==> src/verilog/ccsb_pkg.sv <==
/*
  Shared constants and types for the clear/count/skip/branch execution slice.
  Assumes one instruction clock; decoder presents one decoded operation per cycle.
*/
package ccsb_pkg;
  // datapath and address widths
  localparam int DATA_W = 8;
  localparam int FADDR_W = 7;
  localparam int JUMP_W = 11;
  localparam int PC_W = 15;
  localparam int LATCH_W = 7;
  // latch field copied into the upper program counter bits
  localparam int LATCH_HI = 6;
  localparam int LATCH_LO = 3;
  // destination select encoding
  localparam logic DEST_ACC = 1'b0;
  localparam logic DEST_FILE = 1'b1;
  // reset values and constants
  localparam logic [DATA_W-1:0] ZERO_BYTE = 8'h00;
  localparam logic [DATA_W-1:0] ONE_BYTE = 8'h01;
  localparam logic [DATA_W-1:0] ACC_RST = 8'h00;
  localparam logic FLAG_RST = 1'b0;
  localparam logic [FADDR_W-1:0] FADDR_RST = 7'h00;
  localparam logic [PC_W-1:0] PC_RST = 15'h0000;
  // skips and jumps occupy this many instruction cycles
  localparam int SKIP_CYCLES = 2;

  typedef enum logic [2:0] {
    nop_op,
    clear_file_op,
    clear_acc_op,
    decrement_file_op,
    decrement_skip_op,
    increment_skip_op,
    jump_absolute_op,
    or_literal_op
  } ccsb_op_t;

  typedef enum logic {
    ccsb_st_run,
    ccsb_st_flush
  } ccsb_state_t;
endpackage : ccsb_pkg
==> src/verilog/ccsb_alu_if.sv <==
/*
  Carrier between the execution top and its combinational result unit.
  Assumes both ends sit on the same clock; no storage inside.
*/
`timescale 1ns/1ps
interface ccsb_alu_if;
  import ccsb_pkg::*;
  ccsb_op_t op;
  logic dest_sel;
  logic [DATA_W-1:0] file_val;
  logic [DATA_W-1:0] acc_val;
  logic [DATA_W-1:0] literal;
  logic [DATA_W-1:0] result;
  logic wr_acc;
  logic wr_file;
  logic upd_flag;
  logic zero;
  logic skip;
  logic jump;

  modport ctrl (output op, dest_sel, file_val, acc_val, literal,
                input result, wr_acc, wr_file, upd_flag, zero, skip, jump);
  modport alu (input op, dest_sel, file_val, acc_val, literal,
               output result, wr_acc, wr_file, upd_flag, zero, skip, jump);
endinterface : ccsb_alu_if

==> src/verilog/ccsb_alu.sv <==
/*
  Combinational result unit: computes value, destination, flag update and
  skip/branch decisions for one decoded operation.
  Assumes operands are stable for the whole cycle.
*/
`timescale 1ns/1ps
module ccsb_alu (
  ccsb_alu_if.alu bus
);
  import ccsb_pkg::*;

  // 8-bit arithmetic wraps modulo 256 by width
  assign bus.zero = (bus.result == ZERO_BYTE);

  // per-operation result and routing
  always_comb begin
    bus.result = ZERO_BYTE;
    bus.wr_acc = 1'b0;
    bus.wr_file = 1'b0;
    bus.upd_flag = 1'b0;
    bus.skip = 1'b0;
    bus.jump = 1'b0;
    case (bus.op)
      clear_file_op: begin
        bus.result = ZERO_BYTE;
        bus.wr_file = 1'b1;
        bus.upd_flag = 1'b1;
      end
      clear_acc_op: begin
        bus.result = ZERO_BYTE;
        bus.wr_acc = 1'b1;
        bus.upd_flag = 1'b1;
      end
      decrement_file_op: begin
        bus.result = bus.file_val - ONE_BYTE;
        bus.wr_acc = (bus.dest_sel == DEST_ACC);
        bus.wr_file = (bus.dest_sel == DEST_FILE);
        bus.upd_flag = 1'b1;
      end
      decrement_skip_op: begin
        bus.result = bus.file_val - ONE_BYTE;
        bus.wr_acc = (bus.dest_sel == DEST_ACC);
        bus.wr_file = (bus.dest_sel == DEST_FILE);
        bus.skip = (bus.result == ZERO_BYTE);
      end
      increment_skip_op: begin
        bus.result = bus.file_val + ONE_BYTE;
        bus.wr_acc = (bus.dest_sel == DEST_ACC);
        bus.wr_file = (bus.dest_sel == DEST_FILE);
        bus.skip = (bus.result == ZERO_BYTE);
      end
      jump_absolute_op: begin
        bus.jump = 1'b1;
      end
      or_literal_op: begin
        bus.result = bus.acc_val | bus.literal;
        bus.wr_acc = 1'b1;
        bus.upd_flag = 1'b1;
      end
      default: begin
        bus.result = ZERO_BYTE;
      end
    endcase
  end
endmodule : ccsb_alu

==> src/verilog/ccsb_core.sv <==
/*
  Execution slice for clear, decrement, skip-on-zero counts, absolute jump and
  OR-literal. Holds the accumulator and null-result flag; drives file writes and
  program counter loads.
  Assumes the decoder and register file share core_clk_in, file_rdata_in is the
  addressed register's current value, and fetch honours skip/jump pulses.
*/
// Operation
// - Clearing a file register writes zero to the addressed register 0..127 and sets the null flag.
// - Destination select 0 sends the result to the accumulator, 1 writes it back to the file register.
// - Decrement-file subtracts one, stores at the chosen destination and updates the null flag.
// - Clearing the accumulator loads zero into it and sets the null flag.
// - Decrement-and-skip stores the result and on zero discards the next instruction, flags untouched.
// - Increment-and-skip stores the result and on zero the next instruction becomes a no-op, flags untouched.
// - The absolute jump loads its 11-bit operand into the low eleven program counter bits.
// - The jump fills program counter bits 14..11 from upper address latch bits 6..3.
// - The jump takes two instruction cycles and leaves the flags alone.
// - OR-literal ORs the accumulator with an 8-bit literal, stores it there and updates the null flag.
`timescale 1ns/1ps
module ccsb_core (
  input wire logic core_clk_in,
  input wire logic resetn_in,
  input wire logic op_valid_in,
  input wire ccsb_pkg::ccsb_op_t op_code_in,
  input wire logic [ccsb_pkg::FADDR_W-1:0] file_addr_in,
  input wire logic dest_sel_in,
  input wire logic [ccsb_pkg::DATA_W-1:0] literal_in,
  input wire logic [ccsb_pkg::JUMP_W-1:0] jump_target_in,
  input wire logic [ccsb_pkg::DATA_W-1:0] file_rdata_in,
  input wire logic [ccsb_pkg::LATCH_W-1:0] upper_address_latch_in,
  output logic op_ready_out,
  output logic file_we_out,
  output logic [ccsb_pkg::FADDR_W-1:0] file_waddr_out,
  output logic [ccsb_pkg::DATA_W-1:0] file_wdata_out,
  output logic [ccsb_pkg::DATA_W-1:0] accumulator_out,
  output logic null_result_flag_out,
  output logic skip_out,
  output logic pc_load_out,
  output logic [ccsb_pkg::PC_W-1:0] pc_value_out
);
  import ccsb_pkg::*;

  ccsb_alu_if alu_bus ();
  ccsb_state_t state;
  logic take;

  // an operation is taken only outside the discarded slot
  assign take = op_valid_in && (state == ccsb_st_run);

  // operands to the result unit
  assign alu_bus.op = take ? op_code_in : nop_op;
  assign alu_bus.dest_sel = dest_sel_in;
  assign alu_bus.file_val = file_rdata_in;
  assign alu_bus.acc_val = accumulator_out;
  assign alu_bus.literal = literal_in;

  ccsb_alu u_alu (
    .bus(alu_bus)
  );

  // slot sequencing: skip or jump burns the following cycle as a no-op
  always_ff @(posedge core_clk_in or negedge resetn_in) begin
    if (!resetn_in) begin
      state <= ccsb_st_run;
      op_ready_out <= 1'b1;
    end else begin
      case (state)
        ccsb_st_run: begin
          if (alu_bus.skip || alu_bus.jump) begin
            state <= ccsb_st_flush;
            op_ready_out <= 1'b0;
          end else begin
            state <= ccsb_st_run;
            op_ready_out <= 1'b1;
          end
        end
        ccsb_st_flush: begin
          state <= ccsb_st_run;
          op_ready_out <= 1'b1;
        end
        default: begin
          state <= ccsb_st_run;
          op_ready_out <= 1'b1;
        end
      endcase
    end
  end

  // accumulator write-back
  always_ff @(posedge core_clk_in or negedge resetn_in) begin
    if (!resetn_in) begin
      accumulator_out <= ACC_RST;
    end else if (alu_bus.wr_acc) begin
      accumulator_out <= alu_bus.result;
    end
  end

  // null-result flag; skips and jumps never touch it
  always_ff @(posedge core_clk_in or negedge resetn_in) begin
    if (!resetn_in) begin
      null_result_flag_out <= FLAG_RST;
    end else if (alu_bus.upd_flag) begin
      null_result_flag_out <= alu_bus.zero;
    end
  end

  // file register write port, one-cycle strobe
  always_ff @(posedge core_clk_in or negedge resetn_in) begin
    if (!resetn_in) begin
      file_we_out <= 1'b0;
      file_waddr_out <= FADDR_RST;
      file_wdata_out <= ZERO_BYTE;
    end else begin
      file_we_out <= alu_bus.wr_file;
      if (alu_bus.wr_file) begin
        file_waddr_out <= file_addr_in;
        file_wdata_out <= alu_bus.result;
      end
    end
  end

  // skip pulse tells fetch to discard the instruction already in flight
  always_ff @(posedge core_clk_in or negedge resetn_in) begin
    if (!resetn_in) begin
      skip_out <= 1'b0;
    end else begin
      skip_out <= alu_bus.skip;
    end
  end

  // program counter load; upper bits come from the latch, not the operand
  always_ff @(posedge core_clk_in or negedge resetn_in) begin
    if (!resetn_in) begin
      pc_load_out <= 1'b0;
      pc_value_out <= PC_RST;
    end else begin
      pc_load_out <= alu_bus.jump;
      if (alu_bus.jump) begin
        pc_value_out <= {upper_address_latch_in[LATCH_HI:LATCH_LO], jump_target_in};
      end
    end
  end
endmodule : ccsb_core

==> config.mk <==
export PLATFORM = sky130hd
export DESIGN_NAME = ccsb_core
export DESIGN_NICKNAME = d
export VERILOG_FILES = /design/src/verilog/ccsb_pkg.sv /design/src/verilog/ccsb_alu_if.sv /design/src/verilog/ccsb_alu.sv /design/src/verilog/ccsb_core.sv
export SDC_FILE = /design/constraint.sdc
export NUM_CORES = 1
export LEC_CHECK = 0
export ABC_AREA = 1
export BUFFER_PORTS_ARGS = -buffer_cell sky130_fd_sc_hd__buf_4
export CAP_MARGIN = 20
export CORE_MARGIN = 3
export CORE_UTILIZATION = 53
export CTS_CLUSTER_DIAMETER = 50
export DETAILED_ROUTE_END_ITERATION = 12
export PLACE_DENSITY = 0.85
export RECOVER_POWER = 100
export SLEW_MARGIN = 20
export SYNTH_ARGS = -nofsm -noshare
export SYNTH_HDL_FRONTEND = slang
export SYNTH_SLANG_ARGS = --single-unit
==> constraint.sdc <==
create_clock -name core_clk_in -period 3.1 [get_ports core_clk_in]
set_input_delay 0.465 -clock core_clk_in [delete_from_list [all_inputs] [get_ports core_clk_in]]
set_output_delay 0.465 -clock core_clk_in [all_outputs]
set_load 0.01 [all_outputs]
==> impl_metrics.py, run 1 <==
metrics = {
    "synth": {
        "ys_ff_latch": 44,
        "synth.cell_area_um2": 2430,
        "ys_seq_area_share_pct": 45.4,
        "synthTopCellsByArea": "dfrtp_1 (44%), nand2_1 (9.6%), mux2_2 (7.0%)",
        "yosysWarnings": 0,
        "netlist-cell-type-count": 31,
        "netlist_instances": 293,
        "syn_area_per_cell_um2": 8.28,
        "yosysTopAreaCellShare_pct": 44.3,
        "syn_nets": 345,
        "synth_area_leader_cell": "dfrtp_1",
    },
    "hold_path": {
        "hold_class": "in2reg",
    },
    "floorplanning": {
        "die_w_um": 73.7,
        "fp.coreArea_um2": 4200,
        "io_pins": 91,
        "design.die.area_um2": 5430,
        "dieHeight_um": 73.7,
        "rows": 23,
        "start_util_pct": 57.8,
    },
    "clocking": {
        "clockBufferDepth": 2,
        "cts_tree": "yes",
        "cts_made_buffers": 5,
        "postCtsSetupBuffers": 0,
        "clk_latency_ns": 0.29,
        "root_buffer": "clkbuf_8",
        "postCtsHoldBufs": 0,
        "cts.clk_slew.worst_paths_ns": 0.08,
        "cts-htree-levels": 2,
        "cts_sinks": 44,
        "postCtsResizedCells": 0,
    },
    "timing": {
        "fmax_mhz": 453,
        "worst_pin_slew_ns": 2.22,
        "drv_slew": 45,
        "grt_setup_unrepaired": "no",
        "fin_tns_setup_ns": 0,
        "period_minus_slack_ns": 2.21,
        "max_slew_margin_pct": -48.1,
        "setup_violations": 0,
        "finalCritPeriodShare_pct": 71.2,
        "finClkSkew_ns": 0.00662,
        "hold_viol_final": 0,
    },
    "power": {
        "irDropWorstVdd_mv": 0.306,
        "leakage_nw": 1.47,
        "power_density_nw_per_um2": 516,
    },
    "detailed_routing": {
        "drt_pass1_iterations": 5,
        "wl_per_cell_um": 13.8,
        "wl_um": 5930,
        "ant_nets": 0,
        "avgViaCountPerCell": 5.30,
        "vias": 2277,
        "drc": 0,
        "drtIter0Drc": 139,
    },
    "grt": {
        "grt_pass1_vias": 2184,
        "global_route.usage.total_pct": 22.9,
        "grt_pass1_wl_um": 9690,
        "grt_max_degree": 45,
        "overflow": 0,
        "antenna_found_initial": 0,
    },
    "worst_setup_path": {
        "cp.required_ns": 3.28,
        "worstPathArrival_ns": 2.39,
        "path_class": "reg2reg",
        "startpoint_type": "flop",
        "cp_max_fo": 17,
        "endpoint_kind": "flop",
    },
    "outcome": {
        "status": "finished with violations",
        "failed_checks": "max-capacitance violations, max-slew violations",
    },
    "finish": {
        "fin_area_um2": 2970,
        "final_layout_size_suffix_gt1_share_pct": 21.1,
        "antenna_cells": 0,
        "nets": 432,
        "area_growth_pct": 22.3,
    },
    "job": {
        "cap_violations": 1,
    },
    "placement": {
        "port_buffers": 87,
        "place_area_um2": 3070,
        "dpl.hpwl_um": 4610,
        "routabilityCongestion": 0.917,
    },
}
-- placed cells by master, fill, tap and decap left out, types with 10 or more instances in the layout --
| cell type | instances |
|---|---|
| mux2_2 | 15 |
| o21ai_0 | 16 |
| a21oi_1 | 16 |
| inv_1 | 33 |
| clkbuf_1 | 45 |
| nand3_1 | 18 |
| nand2_1 | 62 |
| nor2_1 | 42 |
| dfrtp_1 | 43 |
| buf_4 | 42 |
| nand4_1 | 10 |
-- logic make-up (layout without fill, tap and decap cells) --
| group | Yosys count | in the layout | synth area share, % |
|---|---|---|---|
| simple gates | 146 | 146 | 27.5 |
| flops | 44 | 44 | 45.4 |
| buf+inv | 44 | 131 | 8.45 |
| compound gates | 38 | 38 | 8.92 |
| mux | 15 | 15 | 6.96 |
| fa+ha+maj | 4 | 4 | 2.06 |
| xor+xnor | 2 | 2 | 0.722 |
-- synthesized netlist by cell type, drive strengths merged --
master and count:
dfrtp 43, inv 36, xor2 1, ha 4, a21oi 16, dfstp 1, nand3b 1, a31oi 1
buf 8, o21a 1, nand2 63, nand3 19, nor2 44, nor3 3, mux2 15, nand4 10
o21ai 20, or2 4, xnor2 1, nor3b 2
-- power breakdown --
part | leakage [nW] | switching (W) | internal, W
clock | 0.0400 | 0.000184 | 0.000153
combinational | 0.889 | 0.000261 | 0.000180
sequential | 0.538 | 0.0000633 | 0.000690
-- through the flow --
step | setup WS [ns] | total power, W | hold WS, ns | cells | util [%]
5_1_grt | 0.528 | 0.00164 | 0.377 | 430 | 70.7
3_5_place_dp | 0.940 | 0.00131 | 0.487 | 422 | 73.1
4_1_cts | 1.06 | 0.00164 | 0.179 | 429 | 75.1
2_1_floorplan | 1.49 | 0.00102 | 0.169 | 293 | -
3_3_place_gp | 0.990 | 0.00128 | 0.469 | 422 | 73.1
6_report | 0.891 | 0.00153 | 0.378 | 430 | 70.7
-- per-layer routing --
metal	wire length (µm)	vias to the layer above	track usage [%]	part of all wire, %
met3	581	9	5.20	9.8
met1	2410	1047	29.5	41
met5	0	-	0	0
li1	-	1120	-	-
met4	58	0	7.04	0.98
met2	2880	101	38.4	49
-- registers in the layout, indices dropped and copies added, names as in the netlist --
signal,flops
pc_load_out,1
pc_value_out,15
accumulator_out,8
op_ready_out,1
null_result_flag_out,1
file_waddr_out,7
skip_out,1
file_wdata_out,8
state,1
file_we_out,1
-- final cells by class --
type / count / area (µm²)
Multi-Input combinational cell: 205 / 1090
Sequential cell: 44 / 1100
Timing Repair Buffer: 88 / 499
Clock buffer: 5 / 68.8
Fill cell: 389 / 1230
Inverter: 36 / 135
Clock inverter: 2 / 12.5
Tap cell: 50 / 62.6
-- worst max-delay path: stages (launching register included) --
cell	delay (ns)
dfrtp_1	0.39
nor2_1	0.18
nand3_1	0.11
nor2_1	0.98
mux2_2	0.44
-- final timing paths --
path,from,slack (ns),cells after the start,endpoint
setup / recovery,state,0.89,4,pc_value_out[3]
hold / removal,file_addr_in[3],0.38,3,file_waddr_out[3]
setup reg to reg,state,0.89,4,pc_value_out[3]
hold reg to reg,pc_value_out[14],0.51,1,pc_value_out[14]
max in group asynchronous,resetn_in,1.01,1,pc_value_out[11]
min in group asynchronous,resetn_in,0.82,1,pc_value_out[2]
Note: power is estimated with default switching activity, not from simulation.
==> run 2: changes to the inputs <==
- CORE_UTILIZATION: 53 -> 44
- PLACE_DENSITY: 0.85 -> 0.76
- clock period: 3.1 -> 1.92 ns (I/O delays scaled with it)
==> run 2 against run 1 <==
Effect of this change:
- the flow now finishes without violations
- largest power group unchanged
- clock power increased by 120%
- final area is 5.2% higher
- global-route usage decreased by 4.5 points
- critical path depth is 6 higher
- hold slack got worse by 0.19 ns
- core utilization shrank 11 points
- highest routed layer unchanged
- flip-flop and latch count unchanged
- sequential power rose by 62%
- critical path type unchanged
- final cell count grew 6.5%
- clock-buffer cell count is 1 higher
- clock skew is 0.00091 ns lower
==> impl_metrics.py, run 2 (synthesized netlist as in run 1, its figures left out) <==
metrics = {
    "timing": {
        "setup_violations": 0,
        "worst_pin_slew_ns": 1.05,
        "hold_viol_final": 0,
        "max_slew_margin_pct": 29.9,
        "grt_setup_unrepaired": "no",
        "finClkSkew_ns": 0.00572,
        "period_minus_slack_ns": 1.72,
        "fmax_mhz": 580,
        "finalCritPeriodShare_pct": 89.8,
        "drv_slew": 0,
        "fin_tns_setup_ns": 0,
    },
    "finish": {
        "area_growth_pct": 28.7,
        "top_regs": "pc_value_out x15, accumulator_out x8, file_wdata_out x8",
        "largest_register": "pc_value_out",
        "final_cell_count_no_fill": 458,
        "antenna_cells": 0,
        "nets": 439,
        "final_layout_size_suffix_gt1_share_pct": 23.7,
        "largest_register_ffs": 15,
        "fin_util_pct": 60.0,
        "mostFrequentLayoutCell": "nand2_1",
        "final_cell_mix": "nand2_1 (62), buf_4 (48), clkbuf_1 (44)",
    },
    "worst_setup_path": {
        "cp_max_fo": 10,
        "cp.required_ns": 2.14,
        "timing.rr.end": "accumulator_out[6]",
        "startpoint_type": "flop",
        "regToRegStartpoint": "state",
        "worstPathArrival_ns": 1.95,
        "worst-r2r-cell-count": 10,
        "path_class": "reg2reg",
        "endpoint_kind": "flop",
        "rrSetupSlack_ns": 0.20,
        "critPathLaunch": "state",
    },
    "floorplanning": {
        "fp.coreArea_um2": 5200,
        "rows": 26,
        "start_util_pct": 46.6,
        "design.die.area_um2": 6440,
        "io_pins": 91,
        "die_w_um": 80.3,
        "dieHeight_um": 80.3,
    },
    "clocking": {
        "cts_tree": "yes",
        "clk_latency_ns": 0.30,
        "clockBufferDepth": 2,
        "cts-htree-levels": 2,
        "root_buffer": "clkbuf_8",
        "cts_made_buffers": 5,
        "cts_sinks": 44,
        "cts.clk_slew.worst_paths_ns": 0.09,
    },
    "job": {
        "cap_violations": 0,
    },
    "hold_path": {
        "hold_depth": 3,
        "hold_class": "in2reg",
        "hold_end": "file_waddr_out[1]",
        "hold_start": "file_addr_in[1]",
    },
    "grt": {
        "grt_max_degree": 45,
        "grt_pass1_wl_um": 9250,
        "overflow": 0,
        "antenna_found_initial": 0,
        "global_route.usage.total_pct": 18.4,
        "grt_pass1_vias": 2024,
    },
    "placement": {
        "routabilityCongestion": 0.925,
        "port_buffers": 87,
        "dp_cells": 447,
        "dpl.hpwl_um": 4560,
    },
    "detailed_routing": {
        "avgViaCountPerCell": 4.95,
        "drt_pass1_iterations": 4,
        "drc": 0,
        "vias": 2269,
        "drtIter0Drc": 166,
        "wl_per_cell_um": 12.8,
        "ant_nets": 0,
        "wl_um": 5850,
    },
    "power": {
        "irDropWorstVdd_mv": 0.712,
        "leakage_nw": 1.53,
        "power_density_nw_per_um2": 862,
    },
    "outcome": {
        "status": "finished clean",
    },
}
[run 2: how the worst max path moves through the flow]
stage | end | slack [ns]
2_1_floorplan | pc_value_out[10] | 0.38
3_3_place_gp | accumulator_out[2] | 0.19
3_5_place_dp | accumulator_out[6] | 0.14
4_1_cts | accumulator_out[6] | 0.12
5_1_grt | file_wdata_out[1] | 0.05
6_report | accumulator_out[6] | 0.20
[run 2: worst max-delay path: stages, from the launching register on]
cell     delay (ns)
dfrtp_1        0.38
nor2_1         0.26
nand3_4        0.15
nor2_4         0.17
inv_2          0.06
nand2_2        0.07
inv_1          0.07
o21ai_4        0.14
buf_4          0.18
nor2_1         0.05
a21oi_1        0.12
[run 2: power breakdown]
group          internal, W  leakage (nW)  total (W)  switching (W)
Clock             0.000426        0.0614   0.000749       0.000323
Combinational     0.000307         0.935   0.000730       0.000423
Sequential         0.00111         0.538    0.00122       0.000102
[run 2: timing repair]
item / 4_1_cts / 5_1_grt
buffers inserted: 0 / 2
hold buffers: 1 / 0
gates resized for setup: 0 / 1
setup endpoints to repair: 0 / 9
endpoints found under the hold margin: 43 / 0
[run 2: per-layer routing]
layer | global-route usage [%] | vias up | part of all wire (%)
met5 | 0 | - | 0
met4 | 3.04 | 0 | 0.39
met3 | 6.39 | 2 | 9.9
met2 | 28.6 | 93 | 47
met1 | 25.2 | 1036 | 42
li1 | - | 1138 | -
[run 2: layout make-up]
| cell class | instances | area [µm²] |
|---|---|---|
| fillers | 501 | 2080 |
| inverters | 36 | 135 |
| multi-input cells | 205 | 1120 |
| clock inverters | 2 | 38.8 |
| clock buffers | 6 | 82.6 |
| well taps | 70 | 87.6 |
| repair buffers | 95 | 561 |
| flip-flops and latches | 44 | 1100 |
[run 2: stage by stage]
stage	total power (W)	setup slack [ns]	hold WS, ns	cell area, µm²
3_3_place_gp	0.00210	0.194	0.312	3150
5_1_grt	0.00285	0.0517	0.189	3120
3_5_place_dp	0.00212	0.142	0.315	3150
6_report	0.00269	0.195	0.190	3120
2_1_floorplan	0.00165	0.382	-0.00759	2430
4_1_cts	0.00288	0.117	0.186	3280
